### config.mk
export PLATFORM = sky130hd
export DESIGN_NAME = ctu_top
export DESIGN_NICKNAME = d
export VERILOG_FILES = /design/src/ctu_pkg.sv /design/src/ctu_top.sv /design/src/ctu_edge_det.sv
export SDC_FILE = /design/constraint.sdc
export NUM_CORES = 1
export LEC_CHECK = 0
export BUFFER_PORTS_ARGS = -buffer_cell sky130_fd_sc_hd__buf_2
export CAP_MARGIN = 20
export CELL_PAD_IN_SITES_DETAIL_PLACEMENT = 1
export CELL_PAD_IN_SITES_GLOBAL_PLACEMENT = 1
export CORE_UTILIZATION = 40
export DETAILED_ROUTE_END_ITERATION = 12
export GPL_ROUTABILITY_DRIVEN = 0
export PLACE_DENSITY_LB_ADDON = 0.1
export SETUP_SLACK_MARGIN = 0.15
export SLEW_MARGIN = 0
export SYNTH_ARGS = -nofsm -noshare
export SYNTH_HDL_FRONTEND = slang
export SYNTH_SLANG_ARGS = --single-unit
### constraint.sdc
create_clock -name I_CLK -period 2 [get_ports I_CLK]
set_clock_uncertainty 0.2 [all_clocks]
set_input_delay 0.1 -clock I_CLK [delete_from_list [all_inputs] [get_ports I_CLK]]
set_output_delay 0.1 -clock I_CLK [all_outputs]
set_load 0.05 [all_outputs]
### src/ctu_pkg.sv
// How it works
// - delay-generation enable, bit 12, routes the current source to comparator two input B.
// - in delay-generation mode a qualified first-edge event starts capacitor charging.
// - in delay-generation mode a comparator trip drives a pulse on the pulse output.
// - unit-on bit 15 switches the unit on at 1, off at 0; source-ground, trim and range outputs follow their bits either way.
// - halt-when-idle bit 13 stops the unit in Idle mode; 0 keeps it running.
// - edge-pass bit 11 passes edge events at 1, blocks all at 0.
// - edge-order bit 10 accepts a second edge only after a first edge.
// - source-ground bit 9 grounds the current source output at 1.
// - trigger-output bit 8 enables the trigger output at 1.
// - second-edge polarity bit 7 selects rising at 1, falling at 0.
// - second-edge source bits 6-5: 11 pin one, 10 pin two, 01 compare, 00 timer.
// - first-edge polarity bit 4 selects rising at 1, falling at 0.
// - first-edge source bits 3-2 use the same source encoding.
// - second-edge seen bit 1 reads 1 once a second edge has occurred.
// - first-edge seen bit 0 reads 1 once a first edge has occurred.
// - current trim bits 15-10 are a signed trim, zero is nominal.
// - current range bits 9-8: 00 off, 01 base, 10 ten, 11 hundred times.
// - unimplemented bits ignore writes and read zero.
package ctu_pkg;
  localparam int          ADDR_W        = 4;
  localparam logic [3:0]  ADDR_CTL      = 4'h0;
  localparam logic [3:0]  ADDR_CUR      = 4'h1;
  localparam logic [15:0] CTL_RESET     = 16'h0000;
  localparam logic [15:0] CUR_RESET     = 16'h0000;
  localparam logic [15:0] CTL_MASK      = 16'hBFFF;
  localparam logic [15:0] CUR_MASK      = 16'hFF00;
  localparam int          B_UNIT_ON     = 15;
  localparam int          B_HALT_IDLE   = 13;
  localparam int          B_DLY_GEN     = 12;
  localparam int          B_EDGE_PASS   = 11;
  localparam int          B_EDGE_ORDER  = 10;
  localparam int          B_SRC_GND     = 9;
  localparam int          B_TRIG_EN     = 8;
  localparam int          B_E2_POL      = 7;
  localparam int          B_E2_SRC_LO   = 5;
  localparam int          B_E1_POL      = 4;
  localparam int          B_E1_SRC_LO   = 2;
  localparam int          B_E2_SEEN     = 1;
  localparam int          B_E1_SEEN     = 0;
  localparam int          B_TRIM_LO     = 10;
  localparam int          B_RANGE_LO    = 8;
  localparam logic [1:0]  SRC_PIN_ONE   = 2'h3;
  localparam logic [1:0]  SRC_PIN_TWO   = 2'h2;
  localparam logic [1:0]  SRC_OC_ONE    = 2'h1;
  localparam logic [1:0]  SRC_TIMER_ONE = 2'h0;
  localparam logic [1:0]  RANGE_OFF     = 2'h0;
  localparam int          CLK_PERIOD_NS = 40;
  localparam int          PULSE_TIME_NS = 160;
  localparam int          PULSE_CYCLES  = (PULSE_TIME_NS + CLK_PERIOD_NS - 1) / CLK_PERIOD_NS;
  typedef enum logic [1:0] {
    ST_IDLE   = 2'b00,
    ST_CHARGE = 2'b01,
    ST_PULSE  = 2'b10
  } ctu_state_e;
endpackage

### src/ctu_top.sv
// The strobed register port and the placing of the registers are this design's own decisions.
`timescale 1ns/1ps
`default_nettype none
module ctu_top
  import ctu_pkg::*;
#(
  parameter int PULSE_LEN = PULSE_CYCLES
)(
  // clock and reset
  input  wire logic              I_CLK,
  input  wire logic              I_RSTN,
  // register port
  input  wire logic [ADDR_W-1:0] I_ADDR,
  input  wire logic [15:0]       I_WDATA,
  input  wire logic              I_WR,
  input  wire logic              I_RD,
  output logic      [15:0]       O_RDATA,
  // device state
  input  wire logic              I_IDLE,
  // edge sources
  input  wire logic              I_EDGE_PIN_ONE,
  input  wire logic              I_EDGE_PIN_TWO,
  input  wire logic              I_OUTPUT_COMPARE_ONE,
  input  wire logic              I_TIMER_ONE,
  // comparator two, high when the delay capacitor is above the reference
  input  wire logic              I_COMP_TWO_OUT,
  // analog controls
  output logic                   O_UNIT_ACTIVE,
  output logic                   O_ROUTE_TO_COMP_B,
  output logic                   O_CHARGE,
  output logic                   O_SOURCE_GROUND,
  output logic                   O_SOURCE_ON,
  output logic      [5:0]        O_CURRENT_TRIM,
  output logic      [1:0]        O_CURRENT_RANGE,
  // timing outputs
  output logic                   O_TRIGGER_OUT,
  output logic                   O_PULSE_OUT
);
  localparam int CW = $clog2(PULSE_LEN + 1);
  localparam logic [CW-1:0] PULSE_LAST = CW'(PULSE_LEN - 1);

  logic [15:0]    ctl_q;
  logic [15:2]    cfg_q;
  logic [1:0]     seen_q;
  logic [15:0]    cur_q;
  logic [15:0]    rdata_q;
  logic           trig_q;
  logic [CW-1:0]  cnt_q;
  ctu_state_e     state_q;
  ctu_state_e     state_d;
  logic           hit1;
  logic           hit2;
  logic           active;
  logic           dly_mode;
  logic           e1_set;
  logic           e2_set;
  logic           wr_ctl;
  logic           wr_cur;

  function automatic logic [15:0] reg_read(input logic [ADDR_W-1:0] a,
                                           input logic [15:0] c,
                                           input logic [15:0] i);
    case (a)
      ADDR_CTL: reg_read = c & CTL_MASK;
      ADDR_CUR: reg_read = i & CUR_MASK;
      default:  reg_read = 16'h0000;
    endcase
  endfunction

  assign wr_ctl = I_WR && (I_ADDR == ADDR_CTL);
  assign wr_cur = I_WR && (I_ADDR == ADDR_CUR);

  // unit runs only when on and not halted by Idle
  assign active = ctl_q[B_UNIT_ON] & ~(ctl_q[B_HALT_IDLE] & I_IDLE);
  assign dly_mode = active & ctl_q[B_DLY_GEN];

  ctu_edge_det u_edge1 (
    .i_clk       (I_CLK),
    .i_rstn      (I_RSTN),
    .i_pin_one   (I_EDGE_PIN_ONE),
    .i_pin_two   (I_EDGE_PIN_TWO),
    .i_oc_one    (I_OUTPUT_COMPARE_ONE),
    .i_timer_one (I_TIMER_ONE),
    .i_sel       (ctl_q[B_E1_SRC_LO+:2]),
    .i_rising    (ctl_q[B_E1_POL]),
    .o_hit       (hit1)
  );

  ctu_edge_det u_edge2 (
    .i_clk       (I_CLK),
    .i_rstn      (I_RSTN),
    .i_pin_one   (I_EDGE_PIN_ONE),
    .i_pin_two   (I_EDGE_PIN_TWO),
    .i_oc_one    (I_OUTPUT_COMPARE_ONE),
    .i_timer_one (I_TIMER_ONE),
    .i_sel       (ctl_q[B_E2_SRC_LO+:2]),
    .i_rising    (ctl_q[B_E2_POL]),
    .o_hit       (hit2)
  );

  // qualification of the two edge events
  assign e1_set = active & ctl_q[B_EDGE_PASS] & hit1;
  assign e2_set = active & ctl_q[B_EDGE_PASS] & hit2
                & (~ctl_q[B_EDGE_ORDER] | ctl_q[B_E1_SEEN]);

  // configuration part of the control register
  always_ff @(posedge I_CLK or negedge I_RSTN) begin
    if (!I_RSTN) begin
      cfg_q <= CTL_RESET[15:2];
    end else if (wr_ctl) begin
      cfg_q <= I_WDATA[15:2] & CTL_MASK[15:2];
    end
  end

  // seen flags: a hardware set wins over a software clear in the same cycle
  always_ff @(posedge I_CLK or negedge I_RSTN) begin
    if (!I_RSTN) begin
      seen_q[B_E1_SEEN] <= 1'b0;
      seen_q[B_E2_SEEN] <= 1'b0;
    end else begin
      if (e1_set) begin
        seen_q[B_E1_SEEN] <= 1'b1;
      end else if (wr_ctl) begin
        seen_q[B_E1_SEEN] <= I_WDATA[B_E1_SEEN];
      end
      if (e2_set) begin
        seen_q[B_E2_SEEN] <= 1'b1;
      end else if (wr_ctl) begin
        seen_q[B_E2_SEEN] <= I_WDATA[B_E2_SEEN];
      end
    end
  end

  // current control register, low byte not implemented
  always_ff @(posedge I_CLK or negedge I_RSTN) begin
    if (!I_RSTN) begin
      cur_q <= CUR_RESET;
    end else if (wr_cur) begin
      cur_q <= I_WDATA & CUR_MASK;
    end
  end

  // read data stands only in the cycle after the strobe
  always_ff @(posedge I_CLK or negedge I_RSTN) begin
    if (!I_RSTN) begin
      rdata_q <= 16'h0000;
    end else if (I_RD) begin
      rdata_q <= reg_read(I_ADDR, ctl_q, cur_q);
    end else begin
      rdata_q <= 16'h0000;
    end
  end

  // delay generation sequence
  always_comb begin
    state_d = state_q;
    case (state_q)
      ST_IDLE: begin
        if (e1_set) begin
          state_d = ST_CHARGE;
        end
      end
      ST_CHARGE: begin
        if (I_COMP_TWO_OUT) begin
          state_d = ST_PULSE;
        end
      end
      ST_PULSE: begin
        if (cnt_q == PULSE_LAST) begin
          state_d = ST_IDLE;
        end
      end
      default: begin
        state_d = ST_IDLE;
      end
    endcase
    // leaving the mode or switching off abandons any sequence in flight
    if (!dly_mode) begin
      state_d = ST_IDLE;
    end
  end

  always_ff @(posedge I_CLK or negedge I_RSTN) begin
    if (!I_RSTN) begin
      state_q <= ST_IDLE;
    end else begin
      state_q <= state_d;
    end
  end

  always_ff @(posedge I_CLK or negedge I_RSTN) begin
    if (!I_RSTN) begin
      cnt_q <= '0;
    end else if (state_q == ST_PULSE && state_d == ST_PULSE) begin
      cnt_q <= cnt_q + CW'(1);
    end else begin
      cnt_q <= '0;
    end
  end

  // trigger output marks each accepted second edge
  always_ff @(posedge I_CLK or negedge I_RSTN) begin
    if (!I_RSTN) begin
      trig_q <= 1'b0;
    end else begin
      trig_q <= e2_set & ctl_q[B_TRIG_EN];
    end
  end

  assign ctl_q             = {cfg_q, seen_q};
  assign O_RDATA           = rdata_q;
  assign O_UNIT_ACTIVE     = active;
  assign O_ROUTE_TO_COMP_B = dly_mode;
  assign O_CHARGE          = (state_q == ST_CHARGE);
  assign O_PULSE_OUT       = (state_q == ST_PULSE);
  assign O_SOURCE_GROUND   = ctl_q[B_SRC_GND];
  assign O_CURRENT_TRIM    = cur_q[B_TRIM_LO+:6];
  assign O_CURRENT_RANGE   = cur_q[B_RANGE_LO+:2];
  assign O_SOURCE_ON       = active & (cur_q[B_RANGE_LO+:2] != RANGE_OFF);
  assign O_TRIGGER_OUT     = trig_q;
endmodule
`default_nettype wire

### src/ctu_edge_det.sv
`timescale 1ns/1ps
`default_nettype none
module ctu_edge_det
  import ctu_pkg::*;
(
  // clock and reset
  input  wire logic       i_clk,
  input  wire logic       i_rstn,
  // edge sources
  input  wire logic       i_pin_one,
  input  wire logic       i_pin_two,
  input  wire logic       i_oc_one,
  input  wire logic       i_timer_one,
  // selection
  input  wire logic [1:0] i_sel,
  input  wire logic       i_rising,
  // result
  output logic            o_hit
);
  logic cur;
  logic prev_q;

  // changing the source can look like an edge; software should set up with edges blocked
  always_comb begin
    case (i_sel)
      SRC_PIN_ONE: cur = i_pin_one;
      SRC_PIN_TWO: cur = i_pin_two;
      SRC_OC_ONE:  cur = i_oc_one;
      default:     cur = i_timer_one;
    endcase
  end

  always_ff @(posedge i_clk or negedge i_rstn) begin
    if (!i_rstn) begin
      prev_q <= 1'b0;
    end else begin
      prev_q <= cur;
    end
  end

  assign o_hit = i_rising ? (cur & ~prev_q) : (~cur & prev_q);
endmodule
`default_nettype wire

# Word level (Yosys, flattened, before mapping)
# Cells that the tools add are included.
# word_totals
register_bits,47
input_bits,30
out_inout_bits,31
wordCells,66
# op_classes
n_addsub,1
eq_ne,11
mux,16
bitwise_logic,20
n_reduce_logical,8
# ops
cell,n
16-bit one-hot mux with 2 select lines,1
16-bit two-way mux,1
1-bit bitwise AND,13
2-bit == test (second input constant),6
2-bit two-way mux,4
2-bit by 1-bit == test with 1-bit output (second input constant),3
1-bit two-way mux,6
1-bit NOT,6
1-bit one-hot mux with 3 select lines,2
2-bit one-hot mux with 3 select lines,1
2-bit nonzero test,3
4-bit by 1-bit == test with 1-bit output (second input constant),1
4-bit zero test,1
3-bit by 1-bit adder with 3-bit output (second input constant),1
3-bit by 2-bit == test with 1-bit output (second input constant),1
1-bit logical AND,3
3-bit two-way mux,1
2-bit zero test,1
1-bit bitwise OR,1

# Depth between registers and ports, before layout
# Gate-level depths: netlist of the first run.
# logic_depth
word_depth,12
depth_mapped,5
ltp_nobuf,5

# Modules after synthesis
# Synthesis of the first run repeated with hierarchy kept, for this count alone.
# unflattened
hier_cells,131
hier_area_um2,1929.4
# by_module_without_submodules
mod,instances,cells_each,area_each_um2,seq_area_each_um2
ctu_top,1,121,1789.2,1126.1
ctu_edge_det,2,5,70.1,25.0

# Worst setup path after synthesis of the first run
# Ideal clock, no wire load.
# synth_timing
path_type,reg-to-reg
start,reg cfg_q[13] in the netlist's numbering
end,reg cnt_q[1]
setup_ps,68
t_arrival_ps,2207
required_time_ps,1732
setup_slack_ps,-475
stages_incl_launch_ff,4
n_path_buf,0
period_less_slack_ps,2475
path_cell_list,dfrtp_1 a21boi_1 and2_1 and3_1
# synth_via
elab_cells_between_ends,12
classes_between,eq/ne (1); mux (4); bitwise (6); reduce/logical (1)
# synth_rtl
element,line,text
start: declaration,ctu_top.sv:43,logic [15:2] cfg_q;
start signal: assignment,ctu_top.sv:109,cfg_q <= CTL_RESET[15:2];
start signal: assignment,ctu_top.sv:111,cfg_q <= I_WDATA[15:2] & CTL_MASK[15:2];
1-bit bitwise AND,ctu_top.sv:74,assign active = ctl_q[B_UNIT_ON] & ~(ctl_q[B_HALT_IDLE] & I_IDLE);
1-bit NOT,ctu_top.sv:74,
1-bit bitwise AND,ctu_top.sv:74,
net O_UNIT_ACTIVE,ctu_top.sv:28,"output logic O_UNIT_ACTIVE,"
1-bit bitwise AND,ctu_top.sv:75,assign dly_mode = active & ctl_q[B_DLY_GEN];
net O_ROUTE_TO_COMP_B,ctu_top.sv:29,"output logic O_ROUTE_TO_COMP_B,"
2-bit two-way mux,ctu_top.sv:178,if (!dly_mode) begin
2-bit == test,ctu_top.sv:194,end else if (state_q == ST_PULSE && state_d == ST_PULSE) begin
1-bit logical AND,ctu_top.sv:194,
3-bit two-way mux,ctu_top.sv:194,
end signal: assignment,ctu_top.sv:195,cnt_q <= cnt_q + CW'(1);
end: declaration,ctu_top.sv:48,logic [CW-1:0] cnt_q;
# The timed path passes the listed nets, and every way through them passes these cells.
# A chain may end at the register's enable or synchronous reset.

# Worst setup path in the final report of the first run
# layout_timing
start,reg cfg_q[13] in the netlist's numbering
end,out O_ROUTE_TO_COMP_B
# layout_via
elab_chain_cells,4
# layout_lines
element,line
1-bit bitwise AND,ctu_top.sv:74
1-bit NOT,ctu_top.sv:74
1-bit bitwise AND,ctu_top.sv:74
1-bit bitwise AND,ctu_top.sv:75
end: declaration,ctu_top.sv:29
# No other way between the ends.

==> results of run 1 <==
==> worst max-delay path: stages (launching register included) <==
cell,delay [ps]
dfrtp_1,420
a21boi_4,220
and2_2,190
buf_2,260
==> metal layers <==
metal | GRT usage [%] | wire (um) | part of all wire (%)
met5 | 0 | 0 | 0
met3 | 3.376 | 161 | 3.6
met4 | 6.667 | 46 | 1.0
met2 | 32.38 | 2304 | 52
met1 | 24.39 | 1959 | 44
==> timing repair <==
item | CTS | global route
hold buffers | 23 | 0
endpoints found under the hold margin | 50 | 0
resized for setup | 0 | 2
setup endpoints to repair | 0 | 3
buffers inserted | 0 | 3
==> through the flow <==
stage                     area, sq um  setup slack [ps]
after detailed placement         2303             24.71
after floorplan                  1937             293.1
after global routing             2664             230.1
after global placement           2303             67.26
final                            2664             318.7
after CTS                        2634             164.2
==> registers in the layout, indices dropped and copies added, names as in the netlist <==
name / cells
O_RDATA: 16
cfg_q: 13
O_TRIGGER_OUT: 1
u_edge2.prev_q: 1
u_edge1.prev_q: 1
state_q: 2
seen_q: 2
cnt_q: 3
cur_q: 8
==> final timing paths <==
path,start,end,cells after the start
hold / removal,I_ADDR[3],seen_q[0]$_DFFE_PN0P_,4
hold reg to reg,cnt_q[0]$_DFF_PN0_,cnt_q[0]$_DFF_PN0_,1
setup reg to reg,cfg_q[2]$_DFFE_PN0P_,seen_q[0]$_DFFE_PN0P_,3
setup / recovery,cfg_q[13]$_DFFE_PN0P_,O_ROUTE_TO_COMP_B,3
min in group asynchronous,I_RSTN,O_RDATA[4]$_DFF_PN0_,2
max in group asynchronous,I_RSTN,O_RDATA[15]$_DFF_PN0_,3
==> power by group through the flow <==
stage	clock network (mW)	registers, mW	logic (mW)
after floorplan	0	1.37	0.287
after global placement	0	1.21	0.614
after detailed placement	0	1.22	0.629
after CTS	0.630	1.20	0.671
after global routing	0.670	1.22	0.733
final	0.615	1.20	0.689
==> cells by family after synthesis <==
| logic type | after synthesis | synth area share, % |
|---|---|---|
| buffers and inverters | 8 | 1.950 |
| muxes | 25 | 17.23 |
| adders and majority gates | 2 | 1.300 |
| and+or+nand+nor | 38 | 12.35 |
| AOI/OAI and AO/OA | 15 | 6.047 |
| DFF | 47 | 61.12 |
==> cell usage in the layout, fill, tap and decap left out, types with 2 or more instances in the layout <==
cell	instances
o221ai_1	2
buf_2	60
clkbuf_8	7
and3_1	2
a22o_1	7
ha_1	2
and2_1	9
mux4_2	2
nor2b_1	8
nor2_1	4
mux2i_1	2
dlygate4sd3_1	22
nand3b_1	2
buf_4	4
dfrtp_1	47
or3b_1	2
inv_1	3
mux2_2	13
o21ai_0	2
mux2_4	8
nand3_1	3
==> cell type report <==
class / instances / area, sq um / share of cell area, %
sequential: 47 / 1176 / 44.15
multi-input combinational: 80 / 728.2 / 27.34
timing repair buffer: 88 / 583.1 / 21.89
clock buffer: 8 / 100.1 / 3.758
tap: 52 / 65.06 / 2.442
inverter: 3 / 11.26 / 0.4227
==> flow_summary.toml, run 1 <==
[pwr]
pwr_density_cell_nw_per_um2 = 940.0
leakage_nw = 1.397
p_seq_share_pct = 47.9
total_power_mw = 2.504
clock_power_share_pct = 24.6
combPwrFrac_pct = 27.5
p_int_mw = 1.700
p_sw_share_pct = 32.10
ir_drop_mv = 0.4077
switchingPower_uw = 803.8

[sta]
finalCriticalPeriod_ps = 1681
tightest_slew_ps = 622.2
hold_violations = 0
slew-limit-headroom_pct = 58.52
setup_violations = 0
fin_setup_tns_ps = 0
fmax_mhz = 594.8
fin_hold_ws_ps = 32.16
rsz0062_at_grt = "false"
slew_violations = 0
timing.final.crit_share_pct = 84.07

[finish]
diodes = 0
instances_no_fill = 278
fillers = 458
final_layout_size_suffix_gt1_share_pct = 43.81
nNetsFinal = 257
area_growth_pct = 38.43
fin_util_pct = 59.54

[place]
port_buffers = 60
dp.cells = 244
dpl.hpwl_mm = 3.150

[floorplanning]
initial_core_util_pct = 43.01
die_area_sq_um = 5092
fp.coreArea_sq_um = 4474
core.rowCount = 24
die_x_um = 71.36
die_h_um = 71.36
pin_count = 61

[logic_synthesis]
async_flop_share_pct = 100.0
ys_warn_count = 0
yosys.area.top_type = "dfrtp_1"
syn_area_per_cell_sq_um = 14.25
yosysTopAreaCellShare_pct = 61.12
post-synth-top-count-cell = "dfrtp_1"
syn-num-nets = 167
ys_seq_area_share_pct = 61.12
synth_edf_count = 0
synthCells = 135
syn_area_sq_um = 1924
synth_flop_cell = "dfrtp_1"
ys_top_cells_by_count = "dfrtp_1, mux2_2, and2_1"
ys_seq_elements = 47
synth_cell_type_count = 29
synth_area_leaders = "dfrtp_1, mux2_2, mux2_4, and2_1, a22o_1"

[worst_setup_path]
end_kind = "primary output"
arrival_ps = 1380
start_kind = "flip-flop"
critPathMaxFanout = 4
worstPathRequired_ps = 1700
reg2reg_setup_slack_ps = 350
crit_type = "flip-flop to primary output"

[global_route]
grt.overflow.total = 0
grt_pass1_wl_mm = 7.320
antenna_found_initial = 0
grt_use_total_pct = 18.96
grt_pass1_vias = 1571
grt_max_degree = 25

[cts]
root_buffer = "clkbuf_8"
htreeDepth = 2
clkSinkCount = 47
clkTransAtPathRegs_ps = 80
cts_max_path_buffers = 2
cts_made_buffers = 5
clk_latency_ps = 290
cts_tree = "yes"

[job]
drv_cap = 0

[drt]
ant_nets = 0
num_vias = 1401
postRouteWirelength_mm = 4.472
drc = 3
drtIter0Drc = 49
viasPerCell = 5.040
wl_per_cell_um = 16.09
dr.pass1.iters = 9

[status]
status = "complete, but fails checks"
violations = "design-rule violations"

[min_path]
hp-class = "input pin to flip-flop"
No activity file was read; power rests on OpenSTA's default activity.
==> run 2: changes to the inputs <==
Clock period 2 ns to 1.7 ns, I/O delays scaled along.
==> run 2 against run 1 <==
Compared with the run above:
- the run ends with design-rule violations, negative hold slack left
- cell area rose by 3.1%
- die area unchanged
- setup slack got worse by 230 ps
- largest cell class unchanged
==> flow_summary.toml, run 2 (same netlist as run 1, synthesis figures left out) <==
[global_route]
grt_use_total_pct = 20.94
grt_pass1_vias = 1655
antenna_found_initial = 0
grt_pass1_wl_mm = 7.866
grt_max_degree = 29
grt.overflow.total = 0

[cts]
root_buffer = "clkbuf_8"
cts_tree = "yes"
cts_made_buffers = 5
htreeDepth = 2
clk_latency_ps = 300
clkSinkCount = 47
clkTransAtPathRegs_ps = 80
postCtsHoldBufs = 20
cts_max_path_buffers = 2

[pwr]
p_int_mw = 2.018
switchingPower_mw = 1.002
p_sw_share_pct = 33.17
leakage_nw = 1.411
total_power_mw = 3.020
clock_power_share_pct = 24.0
pwr_density_cell_nw_per_um2 = 1100
combPwrFrac_pct = 29.3
p_seq_share_pct = 46.7
ir_drop_mv = 0.5360

[worst_setup_path]
cpMaxStageDelayCell = "mux4_2"
worstPathRequired_ps = 1670
cpPeakStageDelay_ps = 540
reg2reg_depth = 3
cp.depth = 3
crit_buf_inv = 0
critical-path-top-delay-family = "multiplexers"
regToRegStartpoint = "cfg_q[5]$_DFFE_PN0P_"
critPathLaunch = "cfg_q[5]$_DFFE_PN0P_"
crit_chain = "mux4_2 > mux2i_1 > o221ai_1"
start_kind = "flip-flop"
arrival_ps = 1570
critPathMaxFanout = 3
crit_type = "flip-flop to flip-flop"
end_kind = "flip-flop"

[sta]
finalCriticalPeriod_ps = 1608
setup_violations = 0
fin_setup_tns_ps = 0
hold_violations = 2
slew-limit-headroom_pct = 68.21
tightest_slew_ps = 476.9
fin_ws_ps = 92.43
rsz0062_at_grt = "true"
timing.final.crit_share_pct = 94.56
fin_hold_ws_ps = -31.63
slew_violations = 0
fmax_mhz = 622.1

[drt]
wl_per_cell_um = 16.55
ant_nets = 0
drtIter0Drc = 121
num_vias = 1414
viasPerCell = 4.996
dr.pass1.iters = 8
postRouteWirelength_mm = 4.685
drc = 4

[finish]
final_layout_size_suffix_gt1_share_pct = 49.35
fillers = 465
largest_register_ff_count = 16
final_common_cell = "buf_2"
diodes = 0
instances_no_fill = 283
final_cell_mix = "buf_2, dfrtp_1, dlygate4sd3_1, mux2_2, buf_4"
design_area_sq_um = 2746
fin_util_pct = 61.38
area_growth_pct = 42.72
nNetsFinal = 262
regArea_sq_um = 1176
multi_input_area_sq_um = 750.7

[status]
status = "complete, but fails checks"
violations = "design-rule violations, negative hold slack"

[place]
dpl.hpwl_mm = 3.184
place_ws_ps = -98.70
port_buffers = 60
dp.cells = 247
placed_area_sq_um = 2331

[min_path]
min_from = "I_EDGE_PIN_TWO"
hp-class = "input pin to flip-flop"
hold_path_depth = 2

[floorplanning]
die_x_um = 71.36
fp.coreArea_sq_um = 4474
die_h_um = 71.36
pin_count = 61
die_area_sq_um = 5092
core.rowCount = 24
initial_core_util_pct = 43.01

[job]
drv_cap = 0
run 2: cell types whose count changed in the layout (fill, tap and decap cells not counted), sizes merged:
cell | before | now
buf | 65 | 73
dlygate4sd3 | 22 | 20
clkbuf | 8 | 6
clkinvlp | 0 | 1
clkinv | 0 | 1
dlymetal6s4s | 1 | 0
run 2: path summary, 6_finish.rpt:
path,to,slack (ps)
worst min register to register,O_RDATA[1]$_DFF_PN0_,270
worst min-delay path,u_edge2.prev_q$_DFF_PN0_,-30
max in group asynchronous,cur_q[11]$_DFFE_PN0P_,730
worst max-delay path,seen_q[1]$_DFFE_PN0P_,90
min in group asynchronous,O_RDATA[4]$_DFF_PN0_,70
worst max register to register,seen_q[1]$_DFFE_PN0P_,90
run 2: layout make-up:
class	instances	area share, %
Clock inverter	2	0.5923
Multi-Input combinational cell	80	27.33
Inverter	3	0.4100
Sequential cell	47	42.82
Clock buffer	6	3.007
Timing Repair Buffer	93	23.46
Tap cell	52	2.369
run 2: power groups by stage:
| stage | clock (mW) | sequential (mW) | combinational (mW) |
|---|---|---|---|
| after floorplan | 0 | 1.61 | 0.342 |
| after global routing | 0.783 | 1.44 | 0.946 |
| after detailed placement | 0 | 1.44 | 0.746 |
| final | 0.724 | 1.41 | 0.885 |
| after CTS | 0.736 | 1.41 | 0.857 |
| after global placement | 0 | 1.42 | 0.727 |
run 2: worst register-to-register path, stage by stage (launching register included):
cell and delay [ps]:
dfrtp_1 380, mux4_2 540, mux2i_1 230, o221ai_1 130
run 2: metal layers:
layer  GRT usage (%)  share of wire [%]  vias up  routed length [um]
met2           38.52                 55       33                2585
li1                -                  -      666                   -
met5               0                  0        -                   0
met4           6.444               0.88        0                  41
met1           24.18                 41      710                1906
met3           4.782                3.2        5                 151
run 2: what timing repair did:
action	CTS	global route
hold endpoints to repair	74	2
pin swaps	3	4
resized for setup	7	9
buffers inserted	6	2
setup endpoints to repair	11	12
